[config.mk]
export PLATFORM = sky130hd
export DESIGN_NAME = ocm_side_path
export DESIGN_NICKNAME = d
export VERILOG_FILES = /design/src/ocm_side_path_pkg.sv /design/src/base_match_decode.sv /design/src/ocm_side_path.sv
export VERILOG_INCLUDE_DIRS = /design/src
export SDC_FILE = /design/constraint.sdc
export NUM_CORES = 1
export LEC_CHECK = 0
export BUFFER_PORTS_ARGS = -buffer_cell sky130_fd_sc_hd__buf_2
export CAP_MARGIN = 25
export CORE_ASPECT_RATIO = 0.8
export CORE_MARGIN = 2
export CORE_UTILIZATION = 41
export DETAILED_ROUTE_END_ITERATION = 10
export PLACE_DENSITY = 0.68
export REMOVE_ABC_BUFFERS = 1
export SLEW_MARGIN = 10
export SYNTH_ARGS = -nofsm -noshare
export SYNTH_HDL_FRONTEND = slang
export SYNTH_HIERARCHICAL = 1
export SYNTH_SLANG_ARGS = --single-unit
[constraint.sdc]
create_clock -name CORE_CLK_IN -period 2.4 [get_ports CORE_CLK_IN]
set_input_delay 0.48 -clock CORE_CLK_IN [delete_from_list [all_inputs] [get_ports CORE_CLK_IN]]
set_output_delay 0.48 -clock CORE_CLK_IN [all_outputs]
set_load 0.02 [all_outputs]
[src/ocm_side_path_defines.svh]
`ifndef OCM_SIDE_PATH_DEFINES_SVH
`define OCM_SIDE_PATH_DEFINES_SVH

// control register bus widths
`define CRB_ADDR_W        10
`define CRB_DATA_W        32

// register indexes on the control register bus
`define REG_ISIDE_BASE    10'h000
`define REG_DSIDE_BASE    10'h001
`define REG_INIT_ADDR     10'h002
`define REG_FILL_DATA     10'h003
`define REG_CONTROL       10'h004

// control register fields
`define CTL_ISIDE_EN_BIT  0
`define CTL_DSIDE_EN_BIT  1
`define CTL_BUSY_BIT      2

// reset values
`define BASE_RESET        8'h00
`define INIT_RESET        22'h000000
`define CTL_RESET         2'h0

// base compare: big-endian bits 0:7 are the top byte
`define BASE_MSB          31
`define BASE_LSB          24
`define BASE_W            8

// memory address slices (big-endian bits 8:28 and 8:29)
`define ADDR_MSB          23
`define ISIDE_ADDR_LSB    3
`define DSIDE_ADDR_LSB    2
`define ISIDE_ADDR_W      21
`define DSIDE_ADDR_W      22

// indirect pointer: 64-bit word index plus odd/even select in bit 0
`define INIT_W            22
`define INIT_SEL_BIT      0

`endif

[src/ocm_side_path_pkg.sv]
`include "ocm_side_path_defines.svh"

package ocm_side_path_pkg;

  // control register bus access state
  typedef enum logic [2:0] {
    ST_IDLE,
    ST_RD_WAIT,
    ST_RD_CAPTURE,
    ST_ACK,
    ST_HOLD
  } access_state_t;

  // strobes, select and address toward the two fabric memory banks
  typedef struct packed {
    logic                       even_bank_enable;
    logic                       odd_bank_enable;
    logic                       even_bank_write_strobe;
    logic                       odd_bank_write_strobe;
    logic                       word_read_select;
    logic [`ISIDE_ADDR_W-1:0]   indirect_memory_address;
    logic [`CRB_DATA_W-1:0]     write_data;
  } bank_port_t;

endpackage

[src/base_match_decode.sv]
`timescale 1ns/1ps
`default_nettype none
`include "ocm_side_path_defines.svh"

// base compare for one memory side, registered hit and fabric address
module base_match_decode #(
  parameter int ADDR_W = 21, // address bits sent to fabric memory
  parameter int ADDR_LSB = 3 // lowest processor address bit used
) (
  input  wire logic              clk_in,    // core clock
  input  wire logic              rst_n_in,  // async reset, active low
  input  wire logic              ce_in,     // clock enable
  input  wire logic              enable_in, // side decoding enabled
  input  wire logic [`BASE_W-1:0] base_in,  // stored base byte
  input  wire logic [31:0]       addr_in,   // processor address
  output logic                   hit_out,   // access belongs here
  output logic [ADDR_W-1:0]      maddr_out  // address to fabric memory
);

  logic              hit_q;   // registered match
  logic [ADDR_W-1:0] maddr_q; // registered memory address

  // top byte against base picks one 16 MB region out of 4 GB
  always_ff @(posedge clk_in or negedge rst_n_in) begin
    if (!rst_n_in) begin
      hit_q <= 1'b0;
    end else if (ce_in) begin
      hit_q <= enable_in &&
               (addr_in[`BASE_MSB:`BASE_LSB] == base_in);
    end
  end

  // only the bits below the base byte reach the fabric
  always_ff @(posedge clk_in or negedge rst_n_in) begin
    if (!rst_n_in) begin
      maddr_q <= '0;
    end else if (ce_in) begin
      maddr_q <= addr_in[ADDR_LSB +: ADDR_W];
    end
  end

  assign hit_out   = hit_q;
  assign maddr_out = maddr_q;
endmodule
`default_nettype wire

[src/ocm_side_path.sv]
`timescale 1ns/1ps
`default_nettype none
`include "ocm_side_path_defines.svh"

// Functional notes
// even write strobe only on valid bus write
// odd enable qualifies each odd-word bus access
// even enable qualifies each even-word bus access
// fabric muxes 64-bit read data to 32
// read select high odd, low even
// older parts: strobe drives enable and write
// newer parts: strobe to write, enable to enable
// single-port memories may leave strobe open
// software reads and writes control registers
// eight-bit base compared with address bits 0:7
// each memory in its own 16 MB region
// at most 22 address bits to fabric
// odd write strobe only on valid bus write
// indirect address loaded from initial address register
// one-cycle strobes, banks mutually exclusive
module ocm_side_path
  import ocm_side_path_pkg::*;
(
  input  wire logic                     CORE_CLK_IN,  // 200 MHz core clock
  input  wire logic                     RESETN_IN,    // async reset, low
  input  wire logic                     CE_IN,        // clock enable
  input  wire logic [`CRB_ADDR_W-1:0]   CRB_ADDR_IN,  // register index
  input  wire logic                     CRB_READ_IN,  // read request
  input  wire logic                     CRB_WRITE_IN, // write request
  input  wire logic [`CRB_DATA_W-1:0]   CRB_WDATA_IN, // write data
  output logic [`CRB_DATA_W-1:0]        CRB_RDATA_OUT,// read data
  output logic                          CRB_ACK_OUT,  // access done
  input  wire logic [`CRB_DATA_W-1:0]   MEM_RDATA_IN, // muxed bank data
  output bank_port_t                    BANK_OUT,     // bank port bundle
  input  wire logic [31:0]              IFETCH_ADDR_IN, // fetch address
  input  wire logic [31:0]              DLOAD_ADDR_IN,  // data address
  output logic                          ISIDE_HIT_OUT,  // fetch hit
  output logic [`ISIDE_ADDR_W-1:0]      ISIDE_MADDR_OUT,// fetch address
  output logic                          DSIDE_HIT_OUT,  // data hit
  output logic [`DSIDE_ADDR_W-1:0]      DSIDE_MADDR_OUT // data address
);

  access_state_t          state_q;  // bus access state
  access_state_t          state_d;  // next state
  logic [`BASE_W-1:0]     ibase_q;  // instr_side_base_address
  logic [`BASE_W-1:0]     dbase_q;  // data_side_base_address
  logic [`INIT_W-1:0]     init_q;   // initial_address_register
  logic [1:0]             ctl_q;    // side enables
  logic [`CRB_DATA_W-1:0] rdata_q;  // bus read data
  bank_port_t             bank_q;   // registered bank port
  logic                   take;     // new request accepted this cycle
  logic                   fill_wr;  // accepted write to fill data
  logic                   fill_rd;  // accepted read of fill data
  logic                   reg_wr;   // accepted write to plain register

  // register index decode, used for both access kinds
  function automatic logic is_reg(input logic [`CRB_ADDR_W-1:0] a,
                                  input logic [`CRB_ADDR_W-1:0] r);
    is_reg = (a == r);
  endfunction

  // requests are level; only idle takes one so a held level is not reused
  assign take    = (state_q == ST_IDLE) && (CRB_READ_IN || CRB_WRITE_IN);
  assign fill_wr = take && CRB_WRITE_IN &&
                   is_reg(CRB_ADDR_IN, `REG_FILL_DATA);
  assign fill_rd = take && !CRB_WRITE_IN &&
                   is_reg(CRB_ADDR_IN, `REG_FILL_DATA);
  assign reg_wr  = take && CRB_WRITE_IN && !fill_wr;

  // next-state logic: reads of memory wait for the synchronous bank
  always_comb begin
    state_d = state_q;
    case (state_q)
      ST_IDLE: begin
        if (fill_rd) begin
          state_d = ST_RD_WAIT;
        end else if (take) begin
          state_d = ST_ACK;
        end
      end
      ST_RD_WAIT:    state_d = ST_RD_CAPTURE;
      ST_RD_CAPTURE: state_d = ST_ACK;
      ST_ACK:        state_d = ST_HOLD;
      ST_HOLD: begin
        // wait for the requester to drop its level
        if (!CRB_READ_IN && !CRB_WRITE_IN) begin
          state_d = ST_IDLE;
        end
      end
      default:       state_d = ST_IDLE;
    endcase
  end

  // state register
  always_ff @(posedge CORE_CLK_IN or negedge RESETN_IN) begin
    if (!RESETN_IN) begin
      state_q <= ST_IDLE;
    end else if (CE_IN) begin
      state_q <= state_d;
    end
  end

  // software-visible registers, written over the control register bus
  always_ff @(posedge CORE_CLK_IN or negedge RESETN_IN) begin
    if (!RESETN_IN) begin
      ibase_q <= `BASE_RESET;
      dbase_q <= `BASE_RESET;
      init_q  <= `INIT_RESET;
      ctl_q   <= `CTL_RESET;
    end else if (CE_IN && reg_wr) begin
      if (is_reg(CRB_ADDR_IN, `REG_ISIDE_BASE)) begin
        ibase_q <= CRB_WDATA_IN[`BASE_W-1:0];
      end
      if (is_reg(CRB_ADDR_IN, `REG_DSIDE_BASE)) begin
        dbase_q <= CRB_WDATA_IN[`BASE_W-1:0];
      end
      if (is_reg(CRB_ADDR_IN, `REG_INIT_ADDR)) begin
        init_q  <= CRB_WDATA_IN[`INIT_W-1:0];
      end
      if (is_reg(CRB_ADDR_IN, `REG_CONTROL)) begin
        ctl_q   <= CRB_WDATA_IN[`CTL_DSIDE_EN_BIT:`CTL_ISIDE_EN_BIT];
      end
    end
  end

  // read data: registers answer at once, memory after the bank latency
  always_ff @(posedge CORE_CLK_IN or negedge RESETN_IN) begin
    if (!RESETN_IN) begin
      rdata_q <= '0;
    end else if (CE_IN) begin
      if (state_q == ST_RD_CAPTURE) begin
        rdata_q <= MEM_RDATA_IN; // fabric already picked the word
      end else if (take && !CRB_WRITE_IN && !fill_rd) begin
        rdata_q <= '0; // unmapped indexes read zero
        if (is_reg(CRB_ADDR_IN, `REG_ISIDE_BASE)) begin
          rdata_q[`BASE_W-1:0] <= ibase_q;
        end
        if (is_reg(CRB_ADDR_IN, `REG_DSIDE_BASE)) begin
          rdata_q[`BASE_W-1:0] <= dbase_q;
        end
        if (is_reg(CRB_ADDR_IN, `REG_INIT_ADDR)) begin
          rdata_q[`INIT_W-1:0] <= init_q;
        end
        if (is_reg(CRB_ADDR_IN, `REG_CONTROL)) begin
          rdata_q[`CTL_DSIDE_EN_BIT:`CTL_ISIDE_EN_BIT] <= ctl_q;
          rdata_q[`CTL_BUSY_BIT] <= 1'b1; // an access is in flight now
        end
      end
    end
  end

  // bank strobes: one-cycle pulses, bank chosen by the pointer's low bit
  always_ff @(posedge CORE_CLK_IN or negedge RESETN_IN) begin
    if (!RESETN_IN) begin
      bank_q <= '0;
    end else if (CE_IN) begin
      bank_q.even_bank_enable       <= (fill_wr || fill_rd) &&
                                       !init_q[`INIT_SEL_BIT];
      bank_q.odd_bank_enable        <= (fill_wr || fill_rd) &&
                                       init_q[`INIT_SEL_BIT];
      bank_q.even_bank_write_strobe <= fill_wr &&
                                       !init_q[`INIT_SEL_BIT];
      bank_q.odd_bank_write_strobe  <= fill_wr &&
                                       init_q[`INIT_SEL_BIT];
      // select holds between accesses so the mux stays stable
      bank_q.word_read_select <= init_q[`INIT_SEL_BIT];
      // address follows the stored pointer ahead of any access
      bank_q.indirect_memory_address <=
        init_q[`INIT_W-1:`INIT_SEL_BIT+1];
      if (fill_wr) begin
        bank_q.write_data <= CRB_WDATA_IN; // shared by both banks
      end
    end
  end

  assign BANK_OUT      = bank_q;
  assign CRB_RDATA_OUT = rdata_q;
  assign CRB_ACK_OUT   = (state_q == ST_ACK);

  // instruction side: 21 bits to fabric
  base_match_decode #(
    .ADDR_W   (`ISIDE_ADDR_W),
    .ADDR_LSB (`ISIDE_ADDR_LSB)
  ) u_iside_decode (
    .clk_in    (CORE_CLK_IN),
    .rst_n_in  (RESETN_IN),
    .ce_in     (CE_IN),
    .enable_in (ctl_q[`CTL_ISIDE_EN_BIT]),
    .base_in   (ibase_q),
    .addr_in   (IFETCH_ADDR_IN),
    .hit_out   (ISIDE_HIT_OUT),
    .maddr_out (ISIDE_MADDR_OUT)
  );

  // data side: 22 bits to fabric, region independent of the other
  base_match_decode #(
    .ADDR_W   (`DSIDE_ADDR_W),
    .ADDR_LSB (`DSIDE_ADDR_LSB)
  ) u_dside_decode (
    .clk_in    (CORE_CLK_IN),
    .rst_n_in  (RESETN_IN),
    .ce_in     (CE_IN),
    .enable_in (ctl_q[`CTL_DSIDE_EN_BIT]),
    .base_in   (dbase_q),
    .addr_in   (DLOAD_ADDR_IN),
    .hit_out   (DSIDE_HIT_OUT),
    .maddr_out (DSIDE_MADDR_OUT)
  );
endmodule
`default_nettype wire

==> Flow_metrics.wiki, run 1 <==
{| class="wikitable"
! Metric !! Value
|-
| Via density per instance || 5.124
|-
| Global routing usage summed across all routing layers || between 20% and 30%
|-
| Most frequent standard cell in the layout excluding fill and tap cells || sky130_fd_sc_hd__buf_2
|-
| Gpl congestion || between 0.7 and 0.8
|-
| Detailed router's first-iteration violation count || 131
|-
| Number of hold-repair buffers added at the cts stage || 0
|-
| Number of global-route vias before repair || around 5800
|-
| Layout cell share with drive strength beyond 1 || about 63%
|-
| Synthesized area || 7600 sq um
|-
| Pin count of the biggest net entering global routing || 70
|-
| Worst-case hold slack || 0.05742 ns
|-
| Post-detailed-placement half-perimeter wirelength || 13.86 mm
|-
| Top Family by Delay on Critical Path || simple AND/OR/NAND/NOR gates
|-
| Finished Core Util || 54.71%
|-
| Maximum resistive drop on vdd || 437.3 uV
|-
| Most used DFF post-synth || sky130_fd_sc_hd__dfrtp_1
|-
| Number of optimization iterations in the first detailed-route pass || 4
|-
| Fill cells || approximately 1600
|-
| Critical path required time || between 2 and 3 ns
|-
| Die area || 19650 sq um
|-
| CTS tree || done
|-
| Post-cts resize count || 0
|-
| Leading cell types in the layout, fill and taps excluded || sky130_fd_sc_hd__buf_2 (271), sky130_fd_sc_hd__dfrtp_1 (178), sky130_fd_sc_hd__mux2_2 (157)
|-
| Post-place instance area || 9308 sq um
|-
| Synth Register Bits || 178
|-
| Gr busiest metal || met2
|-
| Layout Area Growth over Synthesis || 30.79%
|-
| Critical path class || reg -> reg
|-
| Clock latency reported for the late side of the worst-skew pair || 0.42 ns
|-
| Total setup buffers inserted after CTS || 0
|-
| Total of buffers placed on input and output ports || 273
|-
| Slowest cell delay on critical path || 0.51 ns
|-
| Global-route met2 utilization || 33.08%
|-
| Number of sinks driven by the clock tree || 178
|-
| Reg clk slew, reported paths || 0.07 ns
|-
| Run status || completed
|-
| Number of slew-limit violations in the final report || 0
|-
| Setup violation total in the final timing report || 0
|-
| Slowest cell on crit path || sky130_fd_sc_hd__dfrtp_1
|-
| Buffer depth of the longest clock path || 2
|-
| Wire length per cell || ~18 um
|-
| Maximum clock skew at final layout || ~0.0086 ns
|-
| Type of element capturing the critical path || flop
|-
| DIE HEIGHT || approximately 130 um
|-
| Worst path arrival time || 2.48 ns
|-
| Yosys cell types || 52
|-
| Global-route wire length before repair || 30.66 mm
|-
| Final hold vios || 0
|-
| Share of the yosys chip area belonging to registers || between 50% and 60%
|-
| Post-DRT Antenna Nets || 0
|-
| Die span in x || 156.2 um
|-
| Met1 Resource Use GR || between 20 and 30%
|-
| TritonCTS Buffers || 17
|-
| Cell-by-cell listing of the critical path || nor3b_4 > and2_1 > a41o_1 > buf_4 > mux2_2
|-
| Net count reported at finish || 931
|-
| Startpoint type of the worst setup path || flop
|-
| Count of yosys warnings during synthesis || 6
|-
| Slew at the pin with the worst max-slew slack || 0.8755 ns
|-
| Power per unit of standard cell area || 806.7 nW/um^2
|-
| Worst slew slack as a fraction of its limit || 41.63%
|-
| Row cnt || 44
|-
| Leakage power figure || 5.125 nW
|-
| Overall routed net length || 19.02 mm
|-
| Remaining global-route overflow || 0
|-
| Worst path bufs/invs || 1
|-
| Tmin final || 2.174 ns
|-
| Total power || 8.018 mW
|-
| Async set or reset register ratio after synthesis || 100.0%
|-
| Overall via count from detail_route || 5288
|-
| Period utilization || 90.60%
|-
| HP Class || in -> async
|-
| Number of enable-type register cells in the synthesized netlist || 0
|-
| Unrepaired setup endpoints after global routing || false
|-
| Master cell of the clock root buffer || sky130_fd_sc_hd__clkbuf_16
|-
| CORE AREA || 18170 sq um
|-
| Post-route design area || around 9900 sq um
|-
| Starting density of the core || 41.83%
|-
| Final-layout setup total negative slack || 0 ns
|-
| Number of instances in the synthesized netlist || ~500
|-
| Initial antenna violation count || 2
|-
| Largest fanout of any net on the critical path || 15
|-
| Number of levels the H-tree was split into || 4
|-
| Number of top-level pins || 279
|-
| Met3 Resource Use GR || 6.607%
|-
| Count of maximum capacitance violations || 0
|-
| Achievable Freq || 459.9 MHz
|-
| Avg Cell Area, Syn || roughly 15 sq um
|-
| Remaining DRCs || 0
|}
## cells by family (layout without fill, tap and decap cells)
kind of cell	count (synthesis)	count (layout)	synth area share, %
flops	178	178	58.61
mux	164	164	24.25
simple gates	56	56	6.339
compound gates	54	54	6.158
buf+inv	31	333	2.799
xor+xnor	16	16	1.844
other cells	0	1	0
## worst reg2reg max path, stage by stage, from the launching register on
cell	delay (ns)
sky130_fd_sc_hd__dfrtp_1	0.51
sky130_fd_sc_hd__nor3b_4	0.24
sky130_fd_sc_hd__and2_1	0.47
sky130_fd_sc_hd__a41o_1	0.20
sky130_fd_sc_hd__buf_4	0.27
sky130_fd_sc_hd__mux2_2	0.38
## routing by layer
metal / share of wire (%) / wire length [um]
met2: 48 / 9201
met4: 1.7 / 321
met1: 43 / 8117
met3: 7.2 / 1378
met5: 0 / 0
## worst paths after layout
kind,cells past startpoint,endpoint,slack [ns],start
min in group CORE_CLK_IN,2,CRB_RDATA_OUT[26],0.28,MEM_RDATA_IN[26]
min reg2reg,1,CRB_RDATA_OUT[30],0.49,CRB_RDATA_OUT[30]
max,5,CRB_RDATA_OUT[10],0.23,state_q[1]
max in group asynchronous,2,init_q[19],1.67,RESETN_IN
min,1,u_dside_decode/maddr_out[12],0.06,RESETN_IN
max reg2reg,5,CRB_RDATA_OUT[10],0.23,state_q[1]
## state kept, by name, summed over array words and instances (netlist names), 2 cells and up
signal / flops
dbase_q: 8
u_dside_decode/maddr_out: 22
CRB_RDATA_OUT: 32
u_iside_decode/maddr_out: 21
init_q: 22
BANK_OUT: 58
state_q: 3
ibase_q: 8
ctl_q: 2
## per-stage QoR
| step | setup WS [ns] | cells |
|---|---|---|
| 2_1_floorplan | -0.3462 | 474 |
| 3_3_place_gp | 0.1175 | 999 |
| 3_5_place_dp | 0.06710 | 999 |
| 4_1_cts | 0.2365 | 1031 |
| 5_1_grt | 0.1472 | 1032 |
| 6_report | 0.2255 | 1032 |
## report_power, final
group | internal, mW | switching [mW]
Combinational | 0.725 | 0.938
Sequential | 3.26 | 0.182
Clock | 1.68 | 1.24
Total | 5.66 | 2.35
## Yosys cell counts, types with 2 or more instances
master | count | area, sq um
sky130_fd_sc_hd__a22o_1 | 32 | 280.3
sky130_fd_sc_hd__and3b_1 | 2 | 17.52
sky130_fd_sc_hd__buf_1 | 2 | 7.510
sky130_fd_sc_hd__buf_2 | 2 | 10.01
sky130_fd_sc_hd__buf_4 | 6 | 45.04
sky130_fd_sc_hd__buf_6 | 6 | 67.56
sky130_fd_sc_hd__clkbuf_1 | 7 | 26.28
sky130_fd_sc_hd__dfrtp_1 | 178 | 4454
sky130_fd_sc_hd__inv_1 | 6 | 22.52
sky130_fd_sc_hd__mux2_2 | 157 | 1768
sky130_fd_sc_hd__mux2i_1 | 6 | 60.06
sky130_fd_sc_hd__nand2_1 | 8 | 30.03
sky130_fd_sc_hd__nand3_1 | 2 | 10.01
sky130_fd_sc_hd__nand3_2 | 2 | 20.02
sky130_fd_sc_hd__nand3b_1 | 5 | 37.54
sky130_fd_sc_hd__nand4_1 | 4 | 25.02
sky130_fd_sc_hd__nand4_4 | 2 | 42.54
sky130_fd_sc_hd__nor2_1 | 4 | 15.01
sky130_fd_sc_hd__nor2b_1 | 3 | 18.77
sky130_fd_sc_hd__nor3b_4 | 2 | 37.54
sky130_fd_sc_hd__nor4_4 | 3 | 63.81
sky130_fd_sc_hd__nor4bb_1 | 2 | 20.02
sky130_fd_sc_hd__o21ai_0 | 7 | 35.03
sky130_fd_sc_hd__o221ai_1 | 2 | 17.52
sky130_fd_sc_hd__o2bb2ai_1 | 2 | 17.52
sky130_fd_sc_hd__o32ai_2 | 2 | 32.53
sky130_fd_sc_hd__or2_2 | 2 | 12.51
sky130_fd_sc_hd__or3_1 | 3 | 18.77
sky130_fd_sc_hd__or4_1 | 2 | 15.01
sky130_fd_sc_hd__xnor2_1 | 16 | 140.1
## final cells by class
class,instances,area (sq um),area share [%]
antenna,1,2.502,0.02518
clock inverter,14,200.2,2.014
inverter,6,22.52,0.2266
tap,230,287.8,2.895
sequential,178,4454,44.81
multi-input combinational,290,2940,29.58
clock buffer,18,429.2,4.318
timing repair buffer,295,1603,16.13
(Power assumes the default switching activity.)
==> inputs of run 2 (changes only) <==
- PLACE_DENSITY: 0.68 -> 0.66
==> Flow_metrics.wiki, run 2 (synthesis gave the netlist of run 1 again) <==
{| class="wikitable"
! Metric !! Value
|-
| Run status || completed (unchanged)
|-
| Die area || 19650 sq um (unchanged)
|-
| Number of sinks driven by the clock tree || 178 (unchanged)
|-
| DIE HEIGHT || 125.8 um (unchanged)
|-
| Total of buffers placed on input and output ports || 273 (unchanged)
|-
| Buffer depth of the longest clock path || 2 (unchanged)
|-
| Startpoint type of the worst setup path || flop (unchanged)
|-
| Global-route wire length before repair || 30.93 mm (was 30.66 mm)
|-
| Maximum resistive drop on vdd || 444.7 uV (was 437.3 uV)
|-
| Min-delay src || MEM_RDATA_IN[26]
|-
| Largest fanout of any net on the critical path || 17 (was 15)
|-
| Detailed router's first-iteration violation count || 236 (was 131)
|-
| Overall routed net length || 19.44 mm (was 19.02 mm)
|-
| Power per unit of standard cell area || 788.2 nW/um^2 (was 806.7 nW/um^2)
|-
| Number of standard cells in the final layout excluding fillers || 1029 (was 1032)
|-
| Gpl congestion || 0.7865 (was 0.7787)
|-
| Critical path class || reg -> reg (unchanged)
|-
| Row cnt || 44 (unchanged)
|-
| Initial antenna violation count || 2 (unchanged)
|-
| Finished Core Util || 54.30% (was 54.71%)
|-
| Clock latency reported for the late side of the worst-skew pair || 0.42 ns (about the same)
|-
| Worst slew slack as a fraction of its limit || 65.33% (was 41.63%)
|-
| CTS tree || done (unchanged)
|-
| Period utilization || 87.57% (was 90.60%)
|-
| Number of top-level pins || 279 (unchanged)
|-
| Overall via count from detail_route || 5256 (was 5288)
|-
| Starting density of the core || 41.83% (unchanged)
|-
| Number of global-route vias before repair || 5754 (was 5750)
|-
| Type of element capturing the critical path || flop (unchanged)
|-
| Pin count of the biggest net entering global routing || 85 (was 70)
|-
| Most frequent standard cell in the layout excluding fill and tap cells || sky130_fd_sc_hd__buf_2 (unchanged)
|-
| Master cell of the clock root buffer || sky130_fd_sc_hd__clkbuf_16 (unchanged)
|-
| Number of slew-limit violations in the final report || 0 (unchanged)
|-
| # placed instances || 996 (was 999)
|-
| Global routing usage summed across all routing layers || 20.32% (was 20.14%)
|-
| Layout cell share with drive strength beyond 1 || 62.91% (was 63.05%)
|-
| Startpoint of the lowest-slack register-to-register path || state_q[2] (was state_q[1])
|-
| Share of total power consumed by net switching || 30.93% (was 29.37%)
|-
| CORE AREA || 18170 sq um (unchanged)
|-
| Slew at the pin with the worst max-slew slack || 0.5070 ns (was 0.8755 ns)
|-
| Unrepaired setup endpoints after global routing || false (unchanged)
|-
| Remaining DRCs || 0 (unchanged)
|-
| Leading cell types in the layout, fill and taps excluded || sky130_fd_sc_hd__buf_2 (271), sky130_fd_sc_hd__dfrtp_1 (178), sky130_fd_sc_hd__mux2_2 (157) (unchanged)
|-
| Wire length per cell || 18.89 um (was 18.43 um)
|-
| Number of optimization iterations in the first detailed-route pass || 4 (unchanged)
|-
| Largest register FFs || 58 (unchanged)
|-
| Switch Pwr || 2.405 mW (was 2.355 mW)
|-
| Combinational Power Share || 21.3% (was 20.7%)
|-
| Launching instance or port of the critical path || state_q[2] (was state_q[1])
|-
| Achievable Freq || 475.8 MHz (was 459.9 MHz)
|-
| Final hold vios || 0 (unchanged)
|-
| Critical path required time || 2.70 ns (about the same)
|-
| WL met1 || 8.506 mm (was 8.117 mm)
|-
| Final-layout setup total negative slack || 0 ns (unchanged)
|-
| Met2 wire length || 9.181 mm (was 9.201 mm)
|-
| Clock share of power || 34.3% (was 36.3%)
|-
| HP Class || in -> reg (was in -> async)
|-
| Flop pwr share || 44.4% (was 42.9%)
|-
| Number of levels the H-tree was split into || 4 (unchanged)
|-
| Layout Area Growth over Synthesis || 29.80% (was 30.79%)
|-
| Remaining global-route overflow || 0 (unchanged)
|-
| Sum of met3 wire segment lengths after detailed routing || 1.493 mm (was 1.378 mm)
|-
| Worst path arrival time || 2.40 ns (was 2.48 ns)
|-
| Leakage power figure || 5.097 nW (was 5.125 nW)
|-
| Die span in x || 156.2 um (unchanged)
|-
| Top routing layer used || met5 (was met4)
|-
| Setup violation total in the final timing report || 0 (unchanged)
|-
| Count of maximum capacitance violations || 0 (unchanged)
|-
| Reg clk slew, reported paths || 0.07 ns (about the same)
|-
| Tmin final || 2.102 ns (was 2.174 ns)
|-
| Post-detailed-placement half-perimeter wirelength || 13.92 mm (was 13.86 mm)
|-
| Post-DRT Antenna Nets || 0 (unchanged)
|-
| TritonCTS Buffers || 17 (unchanged)
|-
| Via density per instance || 5.108 (was 5.124)
|-
| Maximum clock skew at final layout || 0.01021 ns (was 0.008601 ns)
|-
| Net count reported at finish || 929 (was 931)
|-
| Internal cell power || 5.371 mW (was 5.663 mW)
|}
## run 2: changes by cell type in the layout (fill, tap and decap cells not counted)
| cell | change |
|---|---|
| sky130_fd_sc_hd__clkinv_4 | +3 |
| sky130_fd_sc_hd__clkinvlp_4 | -2 |
| sky130_fd_sc_hd__clkbuf_1 | -1 |
| sky130_fd_sc_hd__inv_6 | -1 |
| sky130_fd_sc_hd__bufinv_16 | -3 |
| sky130_fd_sc_hd__buf_4 | -3 |
| sky130_fd_sc_hd__dlygate4sd3_1 | +1 |
| sky130_fd_sc_hd__inv_8 | +4 |
| sky130_fd_sc_hd__clkinv_8 | -1 |
## run 2: critical path, cell delays in order (launching register included)
cell and delay, ns:
sky130_fd_sc_hd__dfrtp_1 0.50, sky130_fd_sc_hd__nor4b_4 0.48, sky130_fd_sc_hd__nand4_4 0.20, sky130_fd_sc_hd__nor2_2 0.21
sky130_fd_sc_hd__buf_12 0.21, sky130_fd_sc_hd__mux2_2 0.35
## run 2: repair_timing
item,CTS,global route
setup buffers,0,0
endpoints found under the hold margin,20,0
hold buffers,1,0
resized for setup,0,0
## run 2: final timing paths
kind / end / slack [ns] / cells past startpoint
worst min-delay path: CRB_RDATA_OUT[26] / 0.28 / 2
worst min register to register: BANK_OUT[57] / 0.49 / 2
worst max register to register: init_q[14] / 0.30 / 5
min in group asynchronous: u_iside_decode/maddr_out[9] / 0.48 / 2
worst max-delay path: init_q[14] / 0.30 / 5
max in group asynchronous: CRB_RDATA_OUT[15] / 1.21 / 3
## run 2: final cells by class
| type | instances | area [sq um] |
|---|---|---|
| repair buffers | 293 | 1590 |
| diodes | 1 | 2.502 |
| inverters | 6 | 22.52 |
| clock buffers | 17 | 425.4 |
| flip-flops and latches | 178 | 4454 |
| clock inverters | 14 | 141.4 |
| well taps | 230 | 287.8 |
| multi-input cells | 290 | 2940 |
| fillers | 1511 | 8303 |
## run 2: per-layer routing
metal / up-vias / global-route usage, %
met2: 171 / 32.77
met5: - / 0
met4: 2 / 5.505
met3: 19 / 7.226
met1: 2635 / 26.17
li1: 2429 / -
## run 2: per-stage QoR
stage | hold slack, ns | setup WS (ns) | cell area (sq um) | total power, mW
final | 0.2797 | 0.2984 | 9864 | 7.775
after global routing | 0.2621 | 0.1563 | 9864 | 8.128
after CTS | 0.2568 | 0.3026 | 9862 | 7.872
after detailed placement | 0.3553 | 0.06483 | 9285 | 5.170
after global placement | 0.3542 | 0.09175 | 9285 | 5.127
after floorplan | 0.1844 | -0.3462 | 7410 | 4.440
## run 2: power groups by stage
| stage | Combinational [mW] | Clock (mW) | Sequential [mW] |
|---|---|---|---|
| 2_1_floorplan | 0.667 | 0 | 3.77 |
| 3_3_place_gp | 1.64 | 0 | 3.48 |
| 3_5_place_dp | 1.67 | 0 | 3.50 |
| 4_1_cts | 1.68 | 2.74 | 3.45 |
| 5_1_grt | 1.79 | 2.85 | 3.49 |
| 6_report | 1.65 | 2.67 | 3.45 |
==> inputs of run 3 (changes only) <==
- CORE_UTILIZATION: 41 -> 50
- GPL_TIMING_DRIVEN: unset -> 0
- PLACE_DENSITY: 0.66 -> 0.85
==> Flow_metrics.wiki, run 3 (synthesis gave the netlist of run 1 again) <==
{| class="wikitable"
! Metric !! Value
|-
| Run status || finished, violations left (was completed)
|-
| Violated checks || negative hold slack
|-
| Critical path required time || 2.71 ns (was 2.70 ns)
|-
| Maximum clock skew at final layout || 0.01034 ns (was 0.01021 ns)
|-
| Number of sinks driven by the clock tree || 178 (unchanged)
|-
| Via density per instance || 5.379 (was 5.108)
|-
| Period utilization || 95.65% (was 87.57%)
|-
| Finished Core Util || 65.49% (was 54.30%)
|-
| Initial antenna violation count || 1 (was 2)
|-
| Switch Pwr || 2.252 mW (was 2.405 mW)
|-
| Master cell of the clock root buffer || sky130_fd_sc_hd__clkbuf_16 (unchanged)
|-
| CORE AREA || 14960 sq um (was 18170 sq um)
|-
| Combinational Power Share || 21.0% (was 21.3%)
|-
| Clock share of power || 35.4% (was 34.3%)
|-
| Detailed router's first-iteration violation count || 239 (was 236)
|-
| Clock latency reported for the late side of the worst-skew pair || 0.42 ns (about the same)
|-
| Number of global-route vias before repair || 5513 (was 5754)
|-
| Setup violation total in the final timing report || 0 (unchanged)
|-
| Remaining DRCs || 0 (unchanged)
|-
| Slowest cell on crit path || sky130_fd_sc_hd__nor4b_4 (was sky130_fd_sc_hd__dfrtp_1)
|-
| HP Class || in -> async (was in -> reg)
|-
| Overall routed net length || 18.54 mm (was 19.44 mm)
|-
| Global-route wire length before repair || 28.84 mm (was 30.93 mm)
|-
| Total of buffers placed on input and output ports || 273 (unchanged)
|-
| Post-placement worst setup slack || -0.9355 ns (was 0.06483 ns)
|-
| Layout cell share with drive strength beyond 1 || 62.60% (was 62.91%)
|-
| Pin count of the biggest net entering global routing || 113 (was 85)
|-
| Leakage power figure || 5.063 nW (was 5.097 nW)
|-
| Internal cell power || 5.678 mW (was 5.371 mW)
|-
| Worst path arrival time || 2.60 ns (was 2.40 ns)
|-
| Worst path bufs/invs || 0 (was 1)
|-
| Largest register FFs || 58 (unchanged)
|-
| Leading cell types in the layout, fill and taps excluded || sky130_fd_sc_hd__buf_2 (271), sky130_fd_sc_hd__dfrtp_1 (178), sky130_fd_sc_hd__mux2_2 (157) (unchanged)
|-
| Layout Area Growth over Synthesis || 28.96% (was 29.80%)
|-
| Power per unit of standard cell area || 809.1 nW/um^2 (was 788.2 nW/um^2)
|-
| Final hold vios || 7 (was 0)
|-
| Buffer depth of the longest clock path || 2 (unchanged)
|-
| Type of element capturing the critical path || flop (unchanged)
|-
| Startpoint type of the worst setup path || flop (unchanged)
|-
| Worst slew slack as a fraction of its limit || 37.30% (was 65.33%)
|-
| Maximum resistive drop on vdd || 582.7 uV (was 444.7 uV)
|-
| Slew at the pin with the worst max-slew slack || 0.9335 ns (was 0.5070 ns)
|-
| TritonCTS Buffers || 17 (unchanged)
|-
| Achievable Freq || 435.6 MHz (was 475.8 MHz)
|-
| Number of levels the H-tree was split into || 4 (unchanged)
|-
| Number of optimization iterations in the first detailed-route pass || 4 (unchanged)
|-
| Reg clk slew, reported paths || 0.06 ns (was 0.07 ns)
|-
| Worst-case hold slack || -0.01652 ns (was 0.2797 ns)
|-
| CTS tree || done (unchanged)
|-
| Largest fanout of any net on the critical path || 11 (was 17)
|-
| Number of hold-repair buffers added at the cts stage || 0 (was 1)
|-
| Wire length per cell || 19.00 um (was 18.89 um)
|-
| Combined flip-flop and latch cell area || 4454 sq um (unchanged)
|-
| Starting density of the core || 50.79% (was 41.83%)
|-
| Total power || 7.930 mW (was 7.775 mW)
|-
| Unrepaired setup endpoints after global routing || false (unchanged)
|-
| Startpoint of the lowest-slack register-to-register path || state_q[2] (unchanged)
|-
| FF-to-FF setup slack || 0.10 ns (was 0.30 ns)
|-
| Top Family by Delay on Critical Path || simple AND/OR/NAND/NOR gates (unchanged)
|-
| Die span in x || 141.8 um (was 156.2 um)
|-
| Number of slew-limit violations in the final report || 0 (unchanged)
|-
| Remaining global-route overflow || 0 (unchanged)
|-
| Most frequent standard cell in the layout excluding fill and tap cells || sky130_fd_sc_hd__buf_2 (unchanged)
|-
| Post-detailed-placement half-perimeter wirelength || 13.22 mm (was 13.92 mm)
|-
| Number of top-level pins || 279 (unchanged)
|-
| Flop pwr share || 43.6% (was 44.4%)
|-
| Count of maximum capacitance violations || 0 (unchanged)
|-
| Fill cells || 1103 (was 1511)
|-
| Global routing usage summed across all routing layers || 23.24% (was 20.32%)
|-
| DIE HEIGHT || 114.3 um (was 125.8 um)
|-
| Final-layout setup total negative slack || 0 ns (unchanged)
|-
| Critical path class || reg -> reg (unchanged)
|-
| R2R Path End || init_q[12] (was init_q[14])
|-
| Post-DRT Antenna Nets || 0 (unchanged)
|-
| Cell-by-cell listing of the critical path || nor4b_4 > nand4_4 > nor2_4 > mux2_2 (was nor4b_4 > nand4_4 > nor2_2 > buf_12 > mux2_2)
|-
| Net count reported at finish || 919 (was 929)
|-
| Share of total power consumed by net switching || 28.40% (was 30.93%)
|-
| Tmin final || 2.296 ns (was 2.102 ns)
|-
| Overall via count from detail_route || 5250 (was 5256)
|-
| Gpl congestion || 0.7627 (was 0.7865)
|-
| Reg2reg path depth || 4 (was 5)
|-
| Final Worst Setup Slack || 0.1043 ns (was 0.2984 ns)
|-
| Row cnt || 40 (was 44)
|-
| Footprint of the multi-input gates || 2969 sq um (was 2940 sq um)
|-
| Die area || 16210 sq um (was 19650 sq um)
|-
| Slowest cell delay on critical path || 0.53 ns (was 0.50 ns)
|}
==> run 3: final cells by class <==
class / instances / share of cell area [%]
inverter: 6 / 0.2298
tap: 189 / 2.413
timing repair buffer: 282 / 15.58
clock inverter: 9 / 1.353
antenna: 1 / 0.02553
sequential: 178 / 45.45
clock buffer: 20 / 4.660
multi-input combinational: 291 / 30.29
==> run 3: worst max path at each step <==
stage	startpoint	to	slack (ns)	depth (start not counted)
2_1_floorplan	state_q[1]	CRB_RDATA_OUT[0]	-0.35	4
3_3_place_gp	CE_IN	init_q[9]	-2.46	5
3_5_place_dp	state_q[1]	CRB_RDATA_OUT[18]	-0.94	5
4_1_cts	state_q[2]	BANK_OUT[27]	0.02	5
5_1_grt	state_q[2]	init_q[0]	0.02	4
6_report	state_q[2]	init_q[12]	0.10	4
==> run 3: layer usage <==
metal  track usage, %  wire length, um  up-vias
met4            7.200              265        0
met3            8.323             1361       23
li1                 -                -     2402
met1            28.74             7657     2647
met5                0                0        -
met2            38.64             9258      178
==> run 3: per-stage QoR <==
step | instances | area [sq um] | hold WS, ns
6_report | 976 | 9801 | -0.01652
5_1_grt | 976 | 9801 | 0.02366
4_1_cts | 971 | 9754 | 0.002430
3_5_place_dp | 940 | 9135 | 0.4531
3_3_place_gp | 936 | 9012 | 0.4629
2_1_floorplan | 474 | 7410 | 0.1844
==> run 3: power by group through the flow <==
stage	combinational, mW	sequential [mW]	clock (mW)
6_report	1.67	3.46	2.81
5_1_grt	1.79	3.48	2.96
4_1_cts	1.68	3.45	2.84
3_5_place_dp	1.65	3.50	0
3_3_place_gp	1.58	3.48	0
2_1_floorplan	0.667	3.77	0
==> run 3: timing repair <==
| action | CTS | global route |
|---|---|---|
| buffers inserted | 1 | 4 |
| gates resized for setup | 3 | 1 |
| endpoints found under the setup margin | 54 | 61 |
| gates cloned | 1 | 0 |
| pin swaps | 0 | 3 |
